**config.mk**
```make
export PLATFORM = sky130hd
export DESIGN_NAME = pto_top
export DESIGN_NICKNAME = d
export VERILOG_FILES = /design/src/hw/pto_pkg.sv /design/src/hw/pto_group.sv /design/src/hw/pto_top.sv
export SDC_FILE = /design/constraint.sdc
export NUM_CORES = 1
export LEC_CHECK = 0
export BUFFER_PORTS_ARGS = -buffer_cell sky130_fd_sc_hd__buf_4
export CAP_MARGIN = 15
export CORE_MARGIN = 3
export CORE_UTILIZATION = 43
export CTS_CLUSTER_DIAMETER = 200
export DETAILED_ROUTE_END_ITERATION = 10
export PLACE_DENSITY_LB_ADDON = 0.15
export SYNTH_ARGS = -nofsm -noshare
export SYNTH_HDL_FRONTEND = slang
export SYNTH_SLANG_ARGS = --single-unit
```
**constraint.sdc**
```tcl
create_clock -name clock -period 1.5 [get_ports clock]
set_input_delay 0.3 -clock clock [delete_from_list [all_inputs] [get_ports clock]]
set_output_delay 0.3 -clock clock [all_outputs]
set_load 0.005 [all_outputs]
```
**src/hw/pto_pkg.sv**
```systemverilog
package pto_pkg;
   // ------------------------------------------------------------
   // register indices (byte address = index * 4)
   // ------------------------------------------------------------
   localparam int IDX_W = 8;
   localparam logic [IDX_W-1:0] IDX_MODE = 8'ha0;
   localparam logic [IDX_W-1:0] IDX_TRIG_SEL = 8'ha1;
   localparam logic [IDX_W-1:0] IDX_HIGH_EN = 8'ha2;
   localparam logic [IDX_W-1:0] IDX_LOW_EN = 8'ha3;
   localparam int IDX_LSB = 2;

   // ------------------------------------------------------------
   // field positions and reset values
   // ------------------------------------------------------------
   localparam int GROUPS = 4;
   localparam int GRP_BITS = 4;
   localparam int SEL_W = 2;
   localparam int GRP0_SEL_LSB = 0;
   localparam int GRP1_SEL_LSB = 2;
   localparam int GRP2_SEL_LSB = 4;
   localparam int GRP3_SEL_LSB = 6;
   localparam logic [7:0] LOW_EN_RST = 8'h00;
   localparam logic [7:0] HIGH_EN_RST = 8'h00;
   localparam logic [7:0] TRIG_SEL_RST = 8'hff;
   localparam logic [3:0] MODE_RST = 4'h0;
   localparam logic [3:0] MODE_RSVD_RD = 4'hf;
   localparam logic [15:0] PINS_RST = 16'h0000;

   // ------------------------------------------------------------
   // bus request carrier
   // ------------------------------------------------------------
   localparam int ADDR_W = 10;
   typedef struct packed {
      logic read;
      logic write;
      logic [ADDR_W-1:0] address;
      logic [31:0] writedata;
      logic [3:0] byteenable;
   } pto_avl_req_t;

   typedef struct packed {
      logic [7:0] en_lo;
      logic [7:0] en_hi;
      logic [3:0] nov;
      logic [7:0] trig_sel;
      logic [15:0] pins;
      logic ack;
      logic [31:0] rdata;
   } pto_state_t;
endpackage

```
**src/hw/pto_group.sv**
```systemverilog
`timescale 1ns/10ps
// next pin values for one 4-bit output group
module pto_group
(
   input wire logic trig_a,
   input wire logic trig_b,
   input wire logic nov,
   input wire logic [pto_pkg::GRP_BITS-1:0] staged,
   input wire logic [pto_pkg::GRP_BITS-1:0] en,
   input wire logic [pto_pkg::GRP_BITS-1:0] cur,
   output logic [pto_pkg::GRP_BITS-1:0] nxt
);
   import pto_pkg::*;

   always_comb
   begin
      nxt = cur;
      if (!nov)
      begin
         // normal: enabled bits copy staged data at match a
         if (trig_a)
            nxt = (staged & en) | (cur & ~en);
      end
      else
      begin
         // non-overlap: falling edges at match a, rising edges at match b
         if (trig_a)
            nxt = nxt & ~(en & ~staged);
         if (trig_b)
            nxt = nxt | (en & staged);
      end
   end
endmodule // pto_group

```
**src/hw/pto_top.sv**
```systemverilog
`timescale 1ns/10ps
// ------------------------------------------------------------
// Behaviour
// - bits 3:2 of trigger select pick timer channel for group 1
// - bits 5:4 of trigger select pick timer channel for group 2
// - bits 7:6 of trigger select pick timer channel for group 3
// - outputs 15..8 copy staged bit to port b only when enabled
// - outputs 7..0 copy staged bit to port a only when enabled
// - both enable registers reset to zero and are read/write
// - bits 1:0 of trigger select pick timer channel for group 0
// - non-overlap clear: group updates at selected compare match a
// - non-overlap set: group updates at selected compare match b
// ------------------------------------------------------------
module pto_top
   import pto_pkg::*;
#(
   parameter int CHANNELS = 4
)
(
   input wire logic clock,
   input wire logic rst,
   input wire logic ce,
   input wire pto_pkg::pto_avl_req_t avl_req,
   output logic [31:0] avl_readdata,
   output logic avl_waitrequest,
   input wire logic [CHANNELS-1:0] cmp_a,
   input wire logic [CHANNELS-1:0] cmp_b,
   input wire logic [15:0] next_data,
   output logic [7:0] port_a_pins,
   output logic [7:0] port_a_oe,
   output logic [7:0] port_b_pins,
   output logic [7:0] port_b_oe
);
   import pto_pkg::*;

   if (CHANNELS != (1 << SEL_W))
   begin : g_bad_channels
      $error("pto_top: CHANNELS must equal four");
   end

   pto_state_t q;
   pto_state_t d;
   logic [IDX_W-1:0] idx;
   logic req;
   logic [GROUPS-1:0] trig_a_w;
   logic [GROUPS-1:0] trig_b_w;
   logic [15:0] en_all;
   logic [15:0] pins_nxt;

   assign idx = avl_req.address[IDX_LSB +: IDX_W];
   assign req = avl_req.read | avl_req.write;
   assign en_all = {q.en_hi, q.en_lo};

   // ------------------------------------------------------------
   // trigger routing and group update
   // ------------------------------------------------------------
   for (genvar g = 0; g < GROUPS; g++)
   begin : g_grp
      logic [SEL_W-1:0] sel;
      assign sel = q.trig_sel[g*SEL_W +: SEL_W];
      assign trig_a_w[g] = cmp_a[sel];
      assign trig_b_w[g] = cmp_b[sel];
      pto_group u_grp (
         .trig_a(trig_a_w[g]),
         .trig_b(trig_b_w[g]),
         .nov(q.nov[g]),
         .staged(next_data[g*GRP_BITS +: GRP_BITS]),
         .en(en_all[g*GRP_BITS +: GRP_BITS]),
         .cur(q.pins[g*GRP_BITS +: GRP_BITS]),
         .nxt(pins_nxt[g*GRP_BITS +: GRP_BITS])
      );
   end

   // ------------------------------------------------------------
   // next state
   // ------------------------------------------------------------
   always_comb
   begin
      d = q;
      d.pins = pins_nxt;
      d.ack = req & ~q.ack;
      if (req && !q.ack)
      begin
         case (idx)
            IDX_MODE: d.rdata = {24'h000000, MODE_RSVD_RD, q.nov};
            IDX_TRIG_SEL: d.rdata = {24'h000000, q.trig_sel};
            IDX_HIGH_EN: d.rdata = {24'h000000, q.en_hi};
            IDX_LOW_EN: d.rdata = {24'h000000, q.en_lo};
            default: d.rdata = 32'h00000000;
         endcase
      end
      if (avl_req.write && q.ack && avl_req.byteenable[0])
      begin
         case (idx)
            IDX_MODE: d.nov = avl_req.writedata[3:0];
            IDX_TRIG_SEL: d.trig_sel = avl_req.writedata[7:0];
            IDX_HIGH_EN: d.en_hi = avl_req.writedata[7:0];
            IDX_LOW_EN: d.en_lo = avl_req.writedata[7:0];
            default: d = d;
         endcase
      end
   end

   always_ff @(posedge clock or posedge rst)
   begin
      if (rst)
      begin
         q.en_lo <= LOW_EN_RST;
         q.en_hi <= HIGH_EN_RST;
         q.nov <= MODE_RST;
         q.trig_sel <= TRIG_SEL_RST;
         q.pins <= PINS_RST;
         q.ack <= 1'b0;
         q.rdata <= 32'h00000000;
      end
      else if (ce)
      begin
         q <= d;
      end
   end

   // ------------------------------------------------------------
   // outputs
   // ------------------------------------------------------------
   assign avl_waitrequest = req & ~q.ack;
   assign avl_readdata = q.rdata;
   assign port_a_pins = q.pins[7:0];
   assign port_b_pins = q.pins[15:8];
   assign port_a_oe = q.en_lo;
   assign port_b_oe = q.en_hi;

   // ------------------------------------------------------------
   // checks
   // ------------------------------------------------------------
   sel_grp0_a: assert property (@(posedge clock) disable iff (rst)
      (ce && !q.nov[0] && cmp_a[q.trig_sel[1:0]])
      |=> ((port_a_pins[3:0] & $past(port_a_oe[3:0]))
           == ($past(next_data[3:0]) & $past(port_a_oe[3:0]))))
      else $error("group 0 missed its selected trigger");

   sel_grp1_a: assert property (@(posedge clock) disable iff (rst)
      (ce && !q.nov[1] && cmp_a[q.trig_sel[3:2]])
      |=> ((port_a_pins[7:4] & $past(port_a_oe[7:4]))
           == ($past(next_data[7:4]) & $past(port_a_oe[7:4]))))
      else $error("group 1 missed its selected trigger");

   sel_grp2_a: assert property (@(posedge clock) disable iff (rst)
      (ce && !q.nov[2] && cmp_a[q.trig_sel[5:4]])
      |=> ((port_b_pins[3:0] & $past(port_b_oe[3:0]))
           == ($past(next_data[11:8]) & $past(port_b_oe[3:0]))))
      else $error("group 2 missed its selected trigger");

   sel_grp3_a: assert property (@(posedge clock) disable iff (rst)
      (ce && !q.nov[3] && cmp_a[q.trig_sel[7:6]])
      |=> ((port_b_pins[7:4] & $past(port_b_oe[7:4]))
           == ($past(next_data[15:12]) & $past(port_b_oe[7:4]))))
      else $error("group 3 missed its selected trigger");

   port_b_hold_a: assert property (@(posedge clock) disable iff (rst)
      1'b1 |=> ((port_b_pins & ~$past(port_b_oe))
                == ($past(port_b_pins) & ~$past(port_b_oe))))
      else $error("disabled port b bit changed");

   port_a_hold_a: assert property (@(posedge clock) disable iff (rst)
      1'b1 |=> ((port_a_pins & ~$past(port_a_oe))
                == ($past(port_a_pins) & ~$past(port_a_oe))))
      else $error("disabled port a bit changed");

   enable_reset_a: assert property (@(posedge clock)
      rst |=> (port_a_oe == 8'h00 && port_b_oe == 8'h00))
      else $error("enables not cleared by reset");

   normal_no_b_a: assert property (@(posedge clock) disable iff (rst)
      (ce && !q.nov[0] && !trig_a_w[0] && trig_b_w[0])
      |=> $stable(port_a_pins[3:0]))
      else $error("normal group moved on match b");

   nov_rise_b_a: assert property (@(posedge clock) disable iff (rst)
      (ce && q.nov[0] && !trig_a_w[0] && trig_b_w[0])
      |=> (((port_a_pins[3:0] & ~$past(port_a_pins[3:0])) & ~$past(next_data[3:0]))
           == 4'h0)
          && ((port_a_pins[3:0] & $past(port_a_oe[3:0]) & $past(next_data[3:0]))
              == ($past(port_a_oe[3:0]) & $past(next_data[3:0]))))
      else $error("non-overlap group wrong on match b");

   no_strobe_a: assert property (@(posedge clock) disable iff (rst)
      (!ce || (cmp_a == 4'h0 && cmp_b == 4'h0)) |=> $stable(q.pins))
      else $error("pins moved without a strobe");

   wait_one_a: assert property (@(posedge clock) disable iff (rst)
      (ce && req && avl_waitrequest) |=> (req -> !avl_waitrequest))
      else $error("bus answer later than one wait cycle");

   low_en_write_a: assert property (@(posedge clock) disable iff (rst)
      (ce && avl_req.write && !avl_waitrequest && avl_req.byteenable[0]
       && (idx == IDX_LOW_EN))
      |=> (port_a_oe == $past(avl_req.writedata[7:0])))
      else $error("low enable write lost");

   high_en_write_a: assert property (@(posedge clock) disable iff (rst)
      (ce && avl_req.write && !avl_waitrequest && avl_req.byteenable[0]
       && (idx == IDX_HIGH_EN))
      |=> (port_b_oe == $past(avl_req.writedata[7:0])))
      else $error("high enable write lost");

   refused_write_a: assert property (@(posedge clock) disable iff (rst)
      (ce && avl_req.write && !avl_waitrequest && !avl_req.byteenable[0])
      |=> ($stable(port_a_oe) && $stable(port_b_oe)))
      else $error("write without lane 0 changed an enable");

   en_readback_a: assert property (@(posedge clock) disable iff (rst)
      (ce && avl_req.read && avl_waitrequest && (idx == IDX_LOW_EN))
      |=> (avl_readdata == {24'h000000, $past(port_a_oe)}))
      else $error("low enable read back wrong");

   sel_readback_a: assert property (@(posedge clock) disable iff (rst)
      (ce && avl_req.read && avl_waitrequest && (idx == IDX_TRIG_SEL))
      |=> (avl_readdata == {24'h000000, $past(q.trig_sel)}))
      else $error("trigger select read back wrong");

   grp3_nov_clear_a: assert property (@(posedge clock) disable iff (rst)
      (ce && q.nov[3] && trig_a_w[3] && !trig_b_w[3])
      |=> (((port_b_pins[7:4] & ~$past(port_b_pins[7:4])) == 4'h0)
           && ((port_b_pins[7:4] & $past(port_b_oe[7:4]) & ~$past(next_data[15:12]))
               == 4'h0)))
      else $error("non-overlap group 3 wrong on match a");

   grp0_idle_a: assert property (@(posedge clock) disable iff (rst)
      (ce && !trig_a_w[0] && !trig_b_w[0]) |=> $stable(port_a_pins[3:0]))
      else $error("group 0 moved without its trigger");
endmodule // pto_top

```
==> results of run 1 <==
==> power by group <==
group	internal [W]	switching, W
combinational	0.000199	0.000193
clock	0.000663	0.000490
sequential	0.00145	0.0000165
total	0.00231	0.000699
==> cell usage after synthesis, types with 2 or more instances <==
library cell / number / area, um2
mux4_2: 4 / 90.1
nor2b_1: 2 / 12.5
o31ai_1: 3 / 22.5
mux2i_1: 11 / 110
inv_1: 9 / 33.8
mux2_2: 31 / 349
nand3_1: 17 / 85.1
buf_2: 4 / 20.0
nand2b_1: 5 / 31.3
a311oi_1: 3 / 26.3
nor2_1: 6 / 22.5
a32o_1: 16 / 160
dfstp_2: 8 / 210
mux4_1: 3 / 78.8
o2bb2ai_1: 3 / 26.3
o21ai_0: 9 / 45.0
nand3b_1: 2 / 15.0
clkbuf_1: 3 / 11.3
o211ai_1: 5 / 37.5
buf_4: 65 / 488
nand2_1: 32 / 120
dfrtp_1: 45 / 1130
==> cell families (layout without fill, tap and decap cells) <==
group                  Yosys count  in the layout  share of synthesized area [%]
AO/OA/AOI/OAI                   41             41                           10.2
buffers and inverters           81            136                           17.1
flip-flops                      53             53                           41.3
multiplexers                    49             49                           19.4
other                            1             24                          0.116
AND/OR/NAND/NOR                 74             74                           11.9
==> area by class of cell <==
type | count | area [um2] | area share (%)
Tap cell | 99 | 124 | 3.00
Inverter | 9 | 37.5 | 0.910
Clock inverter | 3 | 65.1 | 1.58
Multi-Input combinational cell | 188 | 1560 | 37.8
Timing Repair Buffer | 119 | 932 | 22.6
Clock buffer | 5 | 68.8 | 1.67
Sequential cell | 53 | 1340 | 32.4
==> cell usage in the layout (no fill, tap or decap), drive strengths merged, types with 2 or more instances in the layout <==
master,n
o211ai,5
inv,8
nand2b,5
o2bb2ai,3
nand3b,3
nand2,32
a311oi,3
conb,24
mux4,7
a32o,16
o31ai,3
buf,119
nor2,6
mux2,31
nor2b,2
clkbuf,5
o21ai,9
dfstp,8
bufinv,2
mux2i,11
nand3,17
dfrtp,45
==> worst max-delay path, stage by stage, from the launching register on <==
cell      delay, ps
dfstp_2         560
mux4_2          550
nor2_4          150
a311oi_4         60
a32o_1          270
==> metal layers <==
metal	track usage [%]	share of wire [%]	routed length, um	vias up
li1	-	-	-	1142
met1	23.5	45	3490	1186
met2	29.3	49	3790	73
met5	0	0	0	-
met4	5.01	1.4	112	0
met3	3.41	5.3	410	8
==> through the flow <==
| step | std cells | hold slack (ps) | setup TNS [ps] | setup WS, ps | total power [W] |
|---|---|---|---|---|---|
| 6_report | 476 | 30.3 | -3280 | -194 | 0.00301 |
| 5_1_grt | 476 | 55.7 | -5290 | -250 | 0.00313 |
| 4_1_cts | 479 | 54.4 | -3940 | -236 | 0.00303 |
| 3_5_place_dp | 471 | 399 | -9090 | -276 | 0.00187 |
| 3_3_place_gp | 471 | 397 | -8420 | -272 | 0.00187 |
| 2_1_floorplan | 322 | 358 | -2070 | -92.5 | 0.00171 |
==> timing repair <==
item | in CTS | in global routing
gates resized for setup | 25 | 11
endpoints found under the setup margin | 44 | 44
pin swaps | 6 | 8
buffers inserted | 0 | 1
==> how the worst max path moves through the flow <==
stage / end / slack (ps) / depth (start not counted)
after floorplan: register / -90 / 4
after global placement: q[57]$_DFFE_PP0P_ / -270 / 6
after detailed placement: q[60]$_DFFE_PP0P_ / -280 / 6
after CTS: register / -240 / 5
after global routing: register / -250 / 4
final: register / -190 / 4
==> key figures, run 1 <==
Layout
  • Core utilization of the finished layout: 56.5%
  • Final standard cell area without fillers: 4120 um2
  • Antenna diode count: 0
  • Number of fill cells in the layout: a little under 700
  • Signed area change from the synthesized netlist to the final layout: 27.3%
  • Nets@finish: 451
  • Fraction of final layout cells with drive strength greater than 1: between 50 and 60%

Floorplanning
  • Die Area: roughly 8600 um2
  • I/O pin cnt: 140
  • Standard-cell row count: 31
  • Die Width: 92.8 um
  • Initial core utilization: 44.4%
  • Core Region: between 7000 and 8000 um2
  • Vertical die dimension: 92.8 um

Setup path
  • Source of the worst register-to-register timing path: g_grp[1].sel[0]$_DFFE_PP1P_
  • Length in cells of the worst reg-to-reg path: 4
  • Source of the critical timing path: g_grp[1].sel[0]$_DFFE_PP1P_
  • Critical path start-end classification: register to register
  • Setup slack, reg-to-reg: -190 ps
  • Largest fanout of any net on the critical path: 4
  • Crit path DAT: ~1900 ps
  • Type of element capturing the critical path: register
  • CP Data Required Time: around 1700 ps
  • Type of element launching the critical path: register

Detailed routing
  • Iteration-0 DRC Markers: 60
  • Remaining antenna violation count after routing: 0
  • 1st-pass router iterations: 4
  • Remaining design rule violation count: 0
  • Total Routed Length: a little under 8000 um
  • Mean routed wirelength per cell: between 15 and 20 um
  • Detailed-route via count: between 2000 and 2500
  • Routed vias/inst: approximately 5

Logic synthesis
  • Mapped Area: about 3200 um2
  • Sequential element share of the synthesized area: 41.3%
  • Count of cell types in the netlist: 35
  • Number of enable flip-flop cells after synthesis: 0
  • Average instance area after synthesis: 10.8 um2
  • Seq cells post-synth: 53
  • Synth async-reset ratio: 100%
  • Gate Count Post-Synth: 299
  • Most instantiated flip-flop cell in the synthesis netlist: dfrtp_1
  • Warnings from Yosys: 0

Clock network
  • CTS max path bufs: 2
  • Hold Buf Count CTS: 0
  • Num CTS Buffers: 5
  • Clock tree root driver cell: clkbuf_8
  • Insertion delay of the later-clocked pin in the worst-skew pair: 310 ps
  • CTS tree: yes
  • Clock slew seen by the registers of the worst setup and hold paths: 100 ps
  • Clock tree sinks: 53
  • H-tree depth reported by CTS: 2

STA
  • Clock tree skew after final layout: approximately 9.5 ps
  • Count of final hold-check violations: 0
  • Final min period: between 1500 and 2000 ps
  • Share of the clock period used by the worst path after layout: 113%
  • Unrepaired setup endpoints after global routing: true
  • Count of final setup violators: 36
  • Post-route worst setup slack: -194 ps
  • Timing-limited maximum frequency: about 0.59 GHz
  • Number of max-slew violations in the final report: 0

Hold path
  • Hold Crit Class: input port to async pin

Status
  • Violated checks: negative setup slack
  • Outcome: finished with violations

Global route
  • Via count of the first global-routing pass: 2347
  • Maximum number of pins on one net before global-route repair: 54
  • Global routing usage summed across all routing layers: 17.7%
  • Global-route congestion overflow total: 0
  • Initial antenna violation count: 0
  • Wire length of the first global-routing pass: ~12000 um

Pwr
  • Max rail drop VDD: 0.621 mV
  • Static Leakage: 1.93 nW
  • Power Density: between 700 and 800 nW/um2

Run
  • Max-cap violations: 0

Place
  • Placer's final routability congestion estimate: between 0.7 and 0.8
  • Post-DP HPWL: a little under 6000 um
  • Area post-placement: a little under 4000 um2
  • Count of buffers inserted at the top-level ports: 86
Power figures use the tool's default switching activity.
==> run 2, diff against run 1 <==
--- a/config.mk
+++ b/config.mk
@@ -8,6 +8,8 @@
 export BUFFER_PORTS_ARGS = -buffer_cell sky130_fd_sc_hd__buf_4
 export CAP_MARGIN = 15
+export CELL_PAD_IN_SITES_DETAIL_PLACEMENT = 1
+export CELL_PAD_IN_SITES_GLOBAL_PLACEMENT = 1
 export CORE_MARGIN = 3
-export CORE_UTILIZATION = 43
+export CORE_UTILIZATION = 32
 export CTS_CLUSTER_DIAMETER = 200
 export DETAILED_ROUTE_END_ITERATION = 10
==> constraint.sdc (replaced) <==
create_clock -name clock -period 1.5 [get_ports clock]
set_input_delay 0.15 -clock clock [delete_from_list [all_inputs] [get_ports clock]]
set_output_delay 0.15 -clock clock [all_outputs]
set_load 0.005 [all_outputs]
==> key figures, run 2 (synthesized netlist as in run 1, its figures left out) <==
Pwr
  • Total design power: 0.00271 W (-10%)
  • Max rail drop VDD: 0.310 mV (-50%)
  • Power Density: 649 nW/um2 (-11%)
  • Static Leakage: 1.93 nW (about the same)

STA
  • Post-route worst setup slack: -209 ps (-14.6 ps)
  • Clock tree skew after final layout: 5.53 ps (-3.99 ps)
  • Number of max-slew violations in the final report: 0 (unchanged)
  • Final min period: 1710 ps (+14.6 ps)
  • Count of final setup violators: 30 (-17%)
  • Share of the clock period used by the worst path after layout: 114% (+0.97 points)
  • Unrepaired setup endpoints after global routing: true
  • Timing-limited maximum frequency: 0.585 GHz (-0.85%)
  • Count of final hold-check violations: 0 (unchanged)

Global route
  • Initial antenna violation count: 0 (unchanged)
  • Global-route congestion overflow total: 0 (unchanged)
  • Maximum number of pins on one net before global-route repair: 54 (unchanged)
  • Global routing usage summed across all routing layers: 16.1% (-1.6 points)
  • Wire length of the first global-routing pass: 14400 um (+21%)
  • Via count of the first global-routing pass: 2590 (+10%)

Detailed routing
  • Mean routed wirelength per cell: 17.7 um (+8.4%)
  • 1st-pass router iterations: 4 (unchanged)
  • Detailed-route via count: 2485 (+3.2%)
  • Remaining design rule violation count: 0 (unchanged)
  • Total Routed Length: 9070 um (+16%)
  • Remaining antenna violation count after routing: 0 (unchanged)
  • Iteration-0 DRC Markers: 52 (-13%)
  • Routed vias/inst: 4.86 (-3.9%)

Run
  • Max-cap violations: 0 (unchanged)

Floorplanning
  • Standard-cell row count: 36 (+16%)
  • I/O pin cnt: 140 (unchanged)
  • Initial core utilization: 33.0% (-11 points)
  • Vertical die dimension: 107 um (+15%)
  • Die Area: 11400 um2 (+32%)
  • Die Width: 107 um (+15%)
  • Core Region: 9820 um2 (+35%)

Layout
  • Leading cell types in the layout, fill and taps excluded: 112 x buf_4, 45 x dfrtp_1, 32 x nand2_1
  • Final standard cell area without fillers: 4180 um2 (+1.3%)
  • Signed area change from the synthesized netlist to the final layout: 29.0%
  • Core utilization of the finished layout: 42.5% (-14 points)
  • Number of fill cells in the layout: 1128 (+67%)
  • Most common cell after layout, fill and taps aside: buf_4
  • Nets@finish: 452 (+0.22%)
  • Fraction of final layout cells with drive strength greater than 1: 51.1% (+0.13 points)
  • Antenna diode count: 0 (unchanged)

Clock network
  • Clock tree sinks: 53 (unchanged)
  • H-tree depth reported by CTS: 2 (unchanged)
  • Clock tree root driver cell: clkbuf_8
  • Insertion delay of the later-clocked pin in the worst-skew pair: 310 ps (about the same)
  • Clock slew seen by the registers of the worst setup and hold paths: 100 ps (about the same)
  • Num CTS Buffers: 5 (unchanged)
  • CTS tree: yes
  • CTS max path bufs: 2 (unchanged)

Setup path
  • Critical path start-end classification: register to register
  • Largest fanout of any net on the critical path: 4 (unchanged)
  • Type of element capturing the critical path: register
  • Crit path DAT: 1920 ps (+20 ps)
  • CP Data Required Time: 1710 ps (about the same)
  • Type of element launching the critical path: register

Place
  • Count of buffers inserted at the top-level ports: 86 (unchanged)
  • Area post-placement: 3860 um2 (-0.19%)
  • Placer's final routability congestion estimate: 0.793 (+1.4%)
  • Worst-case setup slack after placement: -256 ps (+20.2 ps)
  • Post-DP HPWL: 7020 um (+19%)

Hold path
  • Hold Crit Class: input port to register

Status
  • Outcome: finished with violations
  • Violated checks: negative setup slack
## run 2: changes by cell type in the layout (fill, tap and decap cells not counted), sizes merged
cell / change
inv: +1
dlygate4sd3: +1
clkinv: +1
bufinv: -2
## run 2: what timing repair did
item / in CTS / in global routing
pin swaps: 6 / 9
gates resized for setup: 23 / 22
setup buffers: 2 / 1
endpoints found under the setup margin: 34 / 47
hold buffers: 1 / 0
endpoints found under the hold margin: 45 / 0
## run 2: worst max-delay path, cell delays in order, from the launching register on
cell      delay (ps)
dfstp_2          580
mux2_4           330
o31ai_4          220
a311oi_1          80
buf_4            170
a32o_1           240
## run 2: area by class of cell
class	count	area (um2)	share of cell area, %
tap	133	166	3.98
sequential	53	1340	32.0
clock inverter	3	17.5	0.419
timing repair buffer	120	942	22.6
multi-input combinational	188	1610	38.6
inverter	9	33.8	0.809
clock buffer	5	68.8	1.65
## run 2: where the power goes
part | switching, W | internal [W] | leakage (nW)
combinational | 0.000208 | 0.000206 | 1.18
sequential | 0.0000170 | 0.00145 | 0.708
clock | 0.000505 | 0.000324 | 0.0439
## run 2: final timing paths
kind | start | endpoint | slack, ps | cells after the start
hold / removal | avl_req[11] | port_a_oe[7]$_DFFE_PP0P_ | 90 | 2
hold reg to reg | avl_readdata[2]$_DFFE_PP0P_ | avl_readdata[2]$_DFFE_PP0P_ | 490 | 2
min in group asynchronous | rst | async pin | 420 | 4
setup reg to reg | g_grp[2].sel[1]$_DFFE_PP1P_ | register | -210 | 5
max in group asynchronous | rst | g_grp[0].sel[0]$_DFFE_PP1P_ | 770 | 4
setup / recovery | g_grp[2].sel[1]$_DFFE_PP1P_ | register | -210 | 5
## run 2: metrics by stage
step,hold WS [ps],TNS (ps),instances
6_report,89.4,-2410,511
5_1_grt,69.8,-4640,511
3_5_place_dp,235,-8440,501
3_3_place_gp,236,-7580,501
2_1_floorplan,301,-1050,322
4_1_cts,78.6,-2670,511
## run 2: routing by layer
| layer | part of all wire [%] | track usage, % |
|---|---|---|
| met1 | 44 | 21.7 |
| met2 | 50 | 27.2 |
| met3 | 5.1 | 2.95 |
| met4 | 0.66 | 3.01 |
| met5 | 0 | 0 |
